`src/fms_pkg.sv`:
```
package fms_pkg;
  // ----------------------------------------
  // timing
  // ----------------------------------------
  localparam int unsigned CLK_HZ          = 125_000_000;
  localparam int unsigned CLK_PERIOD_NS   = 8;
  localparam int unsigned IN_DGL_US       = 200;
  localparam int unsigned RST_DGL_US      = 10;
  localparam int unsigned CLK_DGL_NS      = 2000;
  localparam int unsigned WD_SHORT_MS     = 32;
  localparam int unsigned WD_LONG_MS      = 128;
  localparam int unsigned CLK_LOW_HZ      = 100;
  localparam int unsigned IN_DGL_CYC      = IN_DGL_US * 1000 / CLK_PERIOD_NS;
  localparam int unsigned RST_DGL_CYC     = RST_DGL_US * 1000 / CLK_PERIOD_NS;
  localparam int unsigned CLK_DGL_CYC     = CLK_DGL_NS / CLK_PERIOD_NS;
  localparam int unsigned WD_SHORT_CYC    = WD_SHORT_MS * (CLK_HZ / 1000);
  localparam int unsigned WD_LONG_CYC     = WD_LONG_MS * (CLK_HZ / 1000);
  localparam int unsigned CLK_LOW_CYC     = CLK_HZ / CLK_LOW_HZ;
  localparam int unsigned FRAME_MOD       = 16;
  localparam int unsigned NUM_CH          = 4;
  localparam int unsigned CNT_W           = 32;

  // ----------------------------------------
  // types
  // ----------------------------------------
  typedef enum logic [1:0] {
    FMS_SLEEP,
    FMS_NORMAL,
    FMS_FAIL
  } fms_mode_t;

  typedef struct packed {
    logic       frame_end;
    logic       toggle_bit;
    logic [7:0] edge_count;
  } fms_frame_t;

  typedef struct packed {
    logic link_failure_flag;
    logic fail_input_level;
    logic clock_fail;
  } fms_status_t;
endpackage

```
`src/fms_supervisor.sv`:
```
`timescale 1ns/1ps
module fms_supervisor #(
  parameter int unsigned IN_DGL_CYC   = fms_pkg::IN_DGL_CYC,
  parameter int unsigned WD_SHORT_CYC = fms_pkg::WD_SHORT_CYC,
  parameter int unsigned WD_LONG_CYC  = fms_pkg::WD_LONG_CYC,
  parameter int unsigned CLK_LOW_CYC  = fms_pkg::CLK_LOW_CYC,
  parameter int unsigned RST_DGL_CYC  = fms_pkg::RST_DGL_CYC
) (
  input  wire logic                       clk_in,
  input  wire logic                       resetn_in,
  input  wire logic                       fail_request_in,
  input  wire logic [fms_pkg::NUM_CH-1:0] direct_channel_input_in,
  input  wire logic                       reset_input_n_in,
  input  wire logic                       pwm_clock_in,
  input  wire logic                       wake_in,
  input  wire fms_pkg::fms_frame_t        frame_in,
  input  wire logic                       watchdog_period_select_in,
  input  wire logic [fms_pkg::NUM_CH-1:0] channel_onoff_control_in,
  input  wire logic [fms_pkg::NUM_CH-1:0] pwm_channel_in,
  input  wire logic                       channel6_setting_in,
  input  wire logic                       quick_status_read_in,
  output logic      [fms_pkg::NUM_CH-1:0] channel_out,
  output logic                            external_switch_control_out,
  output fms_pkg::fms_status_t            status_out,
  output fms_pkg::fms_mode_t              mode_out,
  output logic                            reset_filtered_n_out
);
  localparam int unsigned W = fms_pkg::CNT_W;
  localparam int unsigned NIN = fms_pkg::NUM_CH + 1;

  // ----------------------------------------
  // deglitchers: fail input and direct inputs
  // ----------------------------------------
  logic [NIN-1:0] raw_in;
  logic [NIN-1:0] flt_r;
  logic [NIN-1:0] flt_nxt;
  logic [W-1:0]   dcnt_r   [NIN];
  logic [W-1:0]   dcnt_nxt [NIN];
  assign raw_in = {direct_channel_input_in, fail_request_in};
  generate
    for (genvar gi = 0; gi < NIN; gi++) begin : g_dgl
      always_comb begin
        dcnt_nxt[gi] = '0;
        flt_nxt[gi]  = flt_r[gi];
        if (raw_in[gi] != flt_r[gi]) begin
          if (dcnt_r[gi] >= W'(IN_DGL_CYC - 1)) begin
            flt_nxt[gi] = raw_in[gi];
          end else begin
            dcnt_nxt[gi] = dcnt_r[gi] + W'(1);
          end
        end
      end
      always_ff @(posedge clk_in or negedge resetn_in) begin
        if (!resetn_in) begin
          dcnt_r[gi] <= '0;
          flt_r[gi]  <= 1'b0;
        end else begin
          dcnt_r[gi] <= dcnt_nxt[gi];
          flt_r[gi]  <= flt_nxt[gi];
        end
      end
    end
  endgenerate
  wire logic                       filtered_fail_request = flt_r[0];
  wire logic [fms_pkg::NUM_CH-1:0] filtered_direct_input = flt_r[NIN-1:1];
  // ----------------------------------------
  // reset input: falling edge filtered only
  // ----------------------------------------
  logic         rst_f_r;
  logic         rst_f_nxt;
  logic [W-1:0] rcnt_r;
  logic [W-1:0] rcnt_nxt;
  always_comb begin
    rst_f_nxt = rst_f_r;
    rcnt_nxt  = '0;
    if (reset_input_n_in) begin
      rst_f_nxt = 1'b1;  // rise passes at once
    end else if (rst_f_r) begin
      if (rcnt_r >= W'(RST_DGL_CYC - 1)) begin
        rst_f_nxt = 1'b0;
      end else begin
        rcnt_nxt = rcnt_r + W'(1);
      end
    end
  end
  always_ff @(posedge clk_in or negedge resetn_in) begin
    if (!resetn_in) begin
      rst_f_r <= 1'b0;
      rcnt_r  <= '0;
    end else begin
      rst_f_r <= rst_f_nxt;
      rcnt_r  <= rcnt_nxt;
    end
  end
  // ----------------------------------------
  // pwm clock deglitch and low-frequency monitor
  // ----------------------------------------
  logic         cflt_r;
  logic         cflt_nxt;
  logic [W-1:0] ccnt_r;
  logic [W-1:0] ccnt_nxt;
  logic [W-1:0] per_r;
  logic [W-1:0] per_nxt;
  logic         slow_r;
  logic         slow_nxt;
  logic         cfail_r;
  logic         cfail_nxt;
  logic         rst_f_d_r;
  always_comb begin
    cflt_nxt = cflt_r;
    ccnt_nxt = '0;
    if (pwm_clock_in != cflt_r) begin
      if (ccnt_r >= W'(fms_pkg::CLK_DGL_CYC - 1)) begin
        cflt_nxt = pwm_clock_in;
      end else begin
        ccnt_nxt = ccnt_r + W'(1);
      end
    end
    // too-fast input never settles, so no filtered edge arrives and it looks slow
    per_nxt  = per_r;
    slow_nxt = slow_r;
    if (rst_f_r && !rst_f_d_r) begin  // restart at reset rise
      per_nxt  = '0;
      slow_nxt = 1'b0;
    end else if (!rst_f_r) begin
      per_nxt = '0;
    end else if (cflt_nxt && !cflt_r) begin
      per_nxt  = '0;
      slow_nxt = 1'b0;
    end else if (per_r >= W'(CLK_LOW_CYC - 1)) begin
      slow_nxt = 1'b1;
    end else begin
      per_nxt = per_r + W'(1);
    end
    cfail_nxt = cfail_r;
    if (slow_nxt) begin
      cfail_nxt = 1'b1;  // set wins over read
    end else if (quick_status_read_in) begin
      cfail_nxt = 1'b0;
    end
  end
  always_ff @(posedge clk_in or negedge resetn_in) begin
    if (!resetn_in) begin
      cflt_r    <= 1'b0;
      ccnt_r    <= '0;
      per_r     <= '0;
      slow_r    <= 1'b0;
      cfail_r   <= 1'b0;
      rst_f_d_r <= 1'b0;
    end else begin
      cflt_r    <= cflt_nxt;
      ccnt_r    <= ccnt_nxt;
      per_r     <= per_nxt;
      slow_r    <= slow_nxt;
      cfail_r   <= cfail_nxt;
      rst_f_d_r <= rst_f_r;
    end
  end
  // ----------------------------------------
  // link watchdog and mode
  // ----------------------------------------
  logic               tog_r;
  logic               tog_nxt;
  logic [W-1:0]       wd_r;
  logic [W-1:0]       wd_nxt;
  logic               flag_r;
  logic               flag_nxt;
  logic               link_fault;
  fms_pkg::fms_mode_t mode_r;
  fms_pkg::fms_mode_t mode_nxt;
  logic [W-1:0]       wd_lim;
  assign wd_lim = watchdog_period_select_in ? W'(WD_LONG_CYC - 1) : W'(WD_SHORT_CYC - 1);
  always_comb begin
    link_fault = 1'b0;
    tog_nxt    = tog_r;
    wd_nxt     = wd_r;
    if (mode_r == fms_pkg::FMS_SLEEP) begin
      wd_nxt = '0;
    end else if (frame_in.frame_end) begin
      wd_nxt  = '0;
      tog_nxt = frame_in.toggle_bit;
      if (frame_in.toggle_bit == tog_r) begin
        link_fault = 1'b1;
      end
      if ((frame_in.edge_count & 8'(fms_pkg::FRAME_MOD - 1)) != 8'h00) begin
        link_fault = 1'b1;
      end
    end else if (wd_r >= wd_lim) begin
      link_fault = 1'b1;
      wd_nxt     = '0;
    end else begin
      wd_nxt = wd_r + W'(1);
    end
    mode_nxt = mode_r;
    unique case (mode_r)
      fms_pkg::FMS_SLEEP: begin
        if (wake_in) begin
          mode_nxt = filtered_fail_request ? fms_pkg::FMS_FAIL : fms_pkg::FMS_NORMAL;
        end
      end
      fms_pkg::FMS_NORMAL: begin
        if (!wake_in) begin
          mode_nxt = fms_pkg::FMS_SLEEP;
        end else if (filtered_fail_request || link_fault) begin
          mode_nxt = fms_pkg::FMS_FAIL;
        end
      end
      fms_pkg::FMS_FAIL: begin
        if (!wake_in) begin
          mode_nxt = fms_pkg::FMS_SLEEP;
        end else if (!filtered_fail_request && frame_in.frame_end && !link_fault) begin
          mode_nxt = fms_pkg::FMS_NORMAL;  // valid frame recovers the link
        end
      end
      default: mode_nxt = fms_pkg::FMS_SLEEP;
    endcase
    flag_nxt = flag_r;
    if (link_fault) begin
      flag_nxt = 1'b1;  // set wins
    end else if (mode_r == fms_pkg::FMS_FAIL && mode_nxt == fms_pkg::FMS_NORMAL) begin
      flag_nxt = 1'b0;
    end
  end
  always_ff @(posedge clk_in or negedge resetn_in) begin
    if (!resetn_in) begin
      tog_r  <= 1'b0;
      wd_r   <= '0;
      flag_r <= 1'b0;
      mode_r <= fms_pkg::FMS_SLEEP;
    end else begin
      tog_r  <= tog_nxt;
      wd_r   <= wd_nxt;
      flag_r <= flag_nxt;
      mode_r <= mode_nxt;
    end
  end
  // ----------------------------------------
  // outputs
  // ----------------------------------------
  logic [fms_pkg::NUM_CH-1:0] ch_nxt;
  logic                       ext_nxt;
  always_comb begin
    ch_nxt  = '0;
    ext_nxt = 1'b0;
    unique case (mode_r)
      fms_pkg::FMS_FAIL:   ch_nxt = filtered_direct_input;
      fms_pkg::FMS_NORMAL: begin
        ch_nxt  = slow_r ? channel_onoff_control_in : pwm_channel_in;
        ext_nxt = channel6_setting_in;
      end
      default: ch_nxt = '0;
    endcase
  end
  always_ff @(posedge clk_in or negedge resetn_in) begin
    if (!resetn_in) begin
      channel_out                 <= '0;
      external_switch_control_out <= 1'b0;
      status_out                  <= '0;
      mode_out                    <= fms_pkg::FMS_SLEEP;
      reset_filtered_n_out        <= 1'b0;
    end else begin
      channel_out                 <= ch_nxt;
      external_switch_control_out <= ext_nxt;
      status_out.link_failure_flag <= flag_nxt;
      status_out.fail_input_level  <= fail_request_in;
      status_out.clock_fail        <= cfail_nxt;
      mode_out                    <= mode_nxt;
      reset_filtered_n_out        <= rst_f_nxt;
    end
  end
endmodule

```
`config.mk`:
```
export PLATFORM = sky130hd
export DESIGN_NAME = fms_supervisor
export DESIGN_NICKNAME = d
export VERILOG_FILES = /design/src/fms_pkg.sv /design/src/fms_supervisor.sv
export SDC_FILE = /design/constraint.sdc
export NUM_CORES = 1
export LEC_CHECK = 0
export BUFFER_PORTS_ARGS = -buffer_cell sky130_fd_sc_hd__buf_4
export CORE_MARGIN = 1
export CORE_UTILIZATION = 40
export DETAILED_ROUTE_END_ITERATION = 10
export MAX_ROUTING_LAYER = met4
export SLEW_MARGIN = 5
export SYNTH_ARGS = -nofsm -noshare
export SYNTH_HDL_FRONTEND = slang
export SYNTH_SLANG_ARGS = --single-unit
```
`constraint.sdc`:
```
create_clock -name clk_in -period 2.3 [get_ports clk_in]
set_input_delay 0.23 -clock clk_in [delete_from_list [all_inputs] [get_ports clk_in]]
set_output_delay 0.23 -clock clk_in [all_outputs]
set_load 0.02 [all_outputs]
```
==> flow_metrics.py <==
metrics = {
    "timing": {
        "finalHoldViolations": 0,
        "setup_viol": 0,
        "clock.fmax_mhz": 441.9,
        "finalCritPeriodShare_pct": 98.38,
        "fin_crit_ns": 2.263,
        "tightest_slew_ns": 0.6615,
        "relSlewSlack_pct": 55.90,
        "rsz0062_at_grt": "yes",
        "slew_viol_final": 0,
        "fin_worst_skew_ns": 0.01116,
    },
    "layout": {
        "num_antenna_cells": 0,
        "multi_input_area_mm2": 0.004752,
        "regArea_mm2": 0.007707,
        "drive_gt1_share_pct": 12.13,
        "fin_nets": 1310,
        "fin_area_mm2": 0.01492,
        "syn2layout_area_growth_pct": 23.67,
        "fin_cells": 1668,
        "nFillCells": 2693,
    },
    "synth": {
        "syn_area_mm2": 0.01206,
        "avgSynthCellArea_um2": 11.82,
        "syn_inst": 1021,
        "synthTopCellsByArea": "dfrtp_1, xor2_1, nor2_1",
        "synth_edf_count": 0,
        "ys_seq_area_share_pct": 63.89,
        "synth_top_cell_area_share_pct": 63.89,
        "synth-main-ff-cell": "dfrtp_1",
        "ys.warnings.count": 0,
        "async_flop_share_pct": 100.0,
        "synth_area_leader_cell": "dfrtp_1",
        "ys_types": 54,
        "synth-seq-cells": 308,
    },
    "global_route": {
        "grt_pass1_wl_um": 35820,
        "grt-ovfl-total": 0,
        "grt_max_degree": 81,
        "antenna_found_initial": 0,
        "grt_pass1_vias": 7729,
        "track_usage_pct": 14.44,
    },
    "worst_setup_path": {
        "critPathRequiredTime_ns": 2.74,
        "crit_type": "reg -> reg",
        "critPathArrivalTime_ns": 2.70,
        "setup.worst_path.start_class": "flip-flop",
        "path_buf_inv": 0,
        "cp_cell_sequence": "ha_1, a311oi_2, nor3_1, o41ai_4, nand3_4, or4_4, nand2_1",
        "crit_start": "per_r[1]$_DFFE_PN0P_",
        "path_max_fanout": 10,
        "crit_path_end_kind": "flip-flop",
        "cpPeakStageDelay_ns": 0.54,
        "crit_slowest_cell": "or4_4",
        "cp_top_family": "simple AND/OR/NAND/NOR gates",
        "r2r-start": "per_r[1]$_DFFE_PN0P_",
    },
    "cts": {
        "path_clk_slew_ns": 0.06,
        "clockBufferDepth": 3,
        "cts_num_sinks": 308,
        "cts_max_level": 2,
        "numCtsBuffers": 35,
        "cts_tree": "done",
        "cts_root_buffer": "clkbuf_16",
        "insertion_delay_ns": 0.50,
    },
    "drt": {
        "ant_nets": 0,
        "drt_wl_total_um": 20220,
        "first_iter_violations": 366,
        "viasPerCell": 4.566,
        "post-route-drc-count": 0,
        "firstDrtPassIters": 4,
        "vias": 7616,
        "post_drt_wl_per_cell_um": 12.12,
    },
    "placement": {
        "place_area_mm2": 0.01359,
        "post-dp-hpwl_um": 13170,
        "dp.cells": 1595,
        "place_congestion": 0.7848,
        "io_buffers": 37,
    },
    "status": {
        "status": "complete, no violations",
    },
    "job": {
        "max_cap_viol_count": 0,
    },
    "floorplanning": {
        "start_util_pct": 40.70,
        "dieArea_mm2": 0.03086,
        "core_mm2": 0.02964,
        "dieWidth_um": 175.7,
        "die_y_um": 175.7,
        "rows": 63,
        "io_pins": 42,
    },
    "pwr": {
        "cellPowerDensity_mw_per_mm2": 791.0,
        "cellLeakagePower_nw": 6.658,
        "worst_ir_drop_vdd_mv": 0.4465,
    },
    "min_path": {
        "hold_start": "frame_in[9]",
        "min_path_type": "in -> reg",
    },
}
## layout make-up
cell class,count,area share [%]
flip-flops and latches,308,51.66
multi-input cells,806,31.85
clock buffers,44,6.650
repair buffers,81,4.898
well taps,390,3.271
clock inverters,17,1.115
inverters,22,0.5535
## layout by cell type, fill, tap and decap left out, drive strengths merged, types with 25 or more instances in the layout
| cell type | n |
|---|---|
| nand4 | 29 |
| clkbuf | 44 |
| dfrtp | 308 |
| and3 | 27 |
| nor4 | 39 |
| buf | 70 |
| nand2 | 59 |
| xor2 | 70 |
| nor2 | 163 |
| nand3 | 51 |
| ha | 25 |
| xnor2 | 46 |
| conb | 137 |
## worst register-to-register path, delay by kind of cell (launching register included)
kind                       cells  cell delay, ns
and+or+nand+nor                4            0.92
AOI/OAI and AO/OA              2            0.68
DFF                            1            0.40
adders and majority gates      1            0.21
## final timing paths
| check | endpoint | slack, ns | cells past startpoint |
|---|---|---|---|
| worst max register to register | per_r[11]$_DFFE_PN0P_ | 0.04 | 7 |
| max in group asynchronous | per_r[2]$_DFFE_PN0P_ | 1.29 | 3 |
| min in group asynchronous | dcnt_r[137]$_DFF_PN0_ | 0.31 | 2 |
| worst min register to register | dcnt_r[128]$_DFF_PN0_ | 0.47 | 1 |
| worst max-delay path | per_r[11]$_DFFE_PN0P_ | 0.04 | 7 |
| worst min-delay path | status_out[2]$_DFFE_PN0P_ | 0.12 | 4 |
## layer usage
layer / wire length, um / GRT usage, % / up-vias
li1: - / - / 3835
met1: 9554 / 18.81 / 3688
met2: 9649 / 22.83 / 60
met3: 589 / 2.619 / 33
met4: 427 / 4.746 / 0
met5: 0 / - / -
## what timing repair did
action	in CTS	in global routing
buffers inserted	0	1
hold endpoints to repair	82	0
pin swaps	0	11
resized for setup	2	10
endpoints found under the setup margin	5	36
cloned	0	0
hold buffers	11	0
## per-stage QoR
stage	hold WS, ns	total power, mW	setup WS (ns)	setup TNS, ns	utilization (%)
after detailed placement	0.2813	6.420	-0.005414	-0.005414	45.84
after global placement	0.2762	6.409	0.02863	0	45.84
after floorplan	-0.06559	6.092	0.01903	0	-
final	0.1247	11.80	0.03723	0	50.34
after global routing	0.1327	12.33	-0.06767	-0.1827	50.34
after CTS	0.1118	12.00	0.01102	0	50.14
## synthesized netlist by cell type (2+ instances only)
| master | number |
|---|---|
| inv_1 | 22 |
| nor3_1 | 12 |
| ha_1 | 25 |
| nand3_1 | 51 |
| a22oi_1 | 6 |
| buf_4 | 2 |
| xnor2_1 | 46 |
| nand4b_1 | 3 |
| nand4_1 | 29 |
| nand2_1 | 59 |
| xor2_1 | 70 |
| or4_1 | 11 |
| a31oi_1 | 10 |
| a211o_1 | 5 |
| and3_1 | 27 |
| a21oi_1 | 15 |
| and4_1 | 9 |
| o211ai_1 | 5 |
| mux2_2 | 11 |
| a21o_1 | 3 |
| a211oi_1 | 4 |
| and2_1 | 16 |
| or3_1 | 3 |
| nor2_1 | 163 |
| nor4_1 | 39 |
| nand2b_1 | 3 |
| or2_2 | 3 |
| dfrtp_1 | 308 |
| o21ai_0 | 10 |
| nor2b_1 | 9 |
| clkbuf_1 | 17 |
| nor3b_1 | 3 |
## where the power goes
part	total [mW]	leakage [nW]	internal, mW	switching (mW)
registers	5.69	3.95	5.60	0.0826
logic	0.642	2.16	0.266	0.376
clock network	5.47	0.546	3.30	2.17
total	11.8	6.66	9.17	2.63
## flip-flops by register name, indices dropped and copies added, names as in the netlist
signal,count
reset_filtered_n_out,1
channel_out,4
rcnt_r,32
wd_r,32
dcnt_r,160
mode_out,2
rst_f_d_r,1
external_switch_control_out,1
slow_r,1
per_r,32
ccnt_r,32
status_out,3
filtered_direct_input,4
tog_r,1
filtered_fail_request,1
cflt_r,1
## kinds of logic (layout without fill, tap and decap cells)
| group | Yosys count | after routing | synth area share [%] |
|---|---|---|---|
| compound gates | 72 | 72 | 4.211 |
| xor+xnor | 116 | 116 | 8.422 |
| fa+ha+maj | 25 | 25 | 2.593 |
| buf+inv | 43 | 164 | 1.473 |
| flops | 308 | 308 | 63.89 |
| mux | 12 | 12 | 1.110 |
| other cells | 1 | 137 | 0.03108 |
| simple gates | 444 | 444 | 18.27 |
Power figures use the tool's default switching activity.
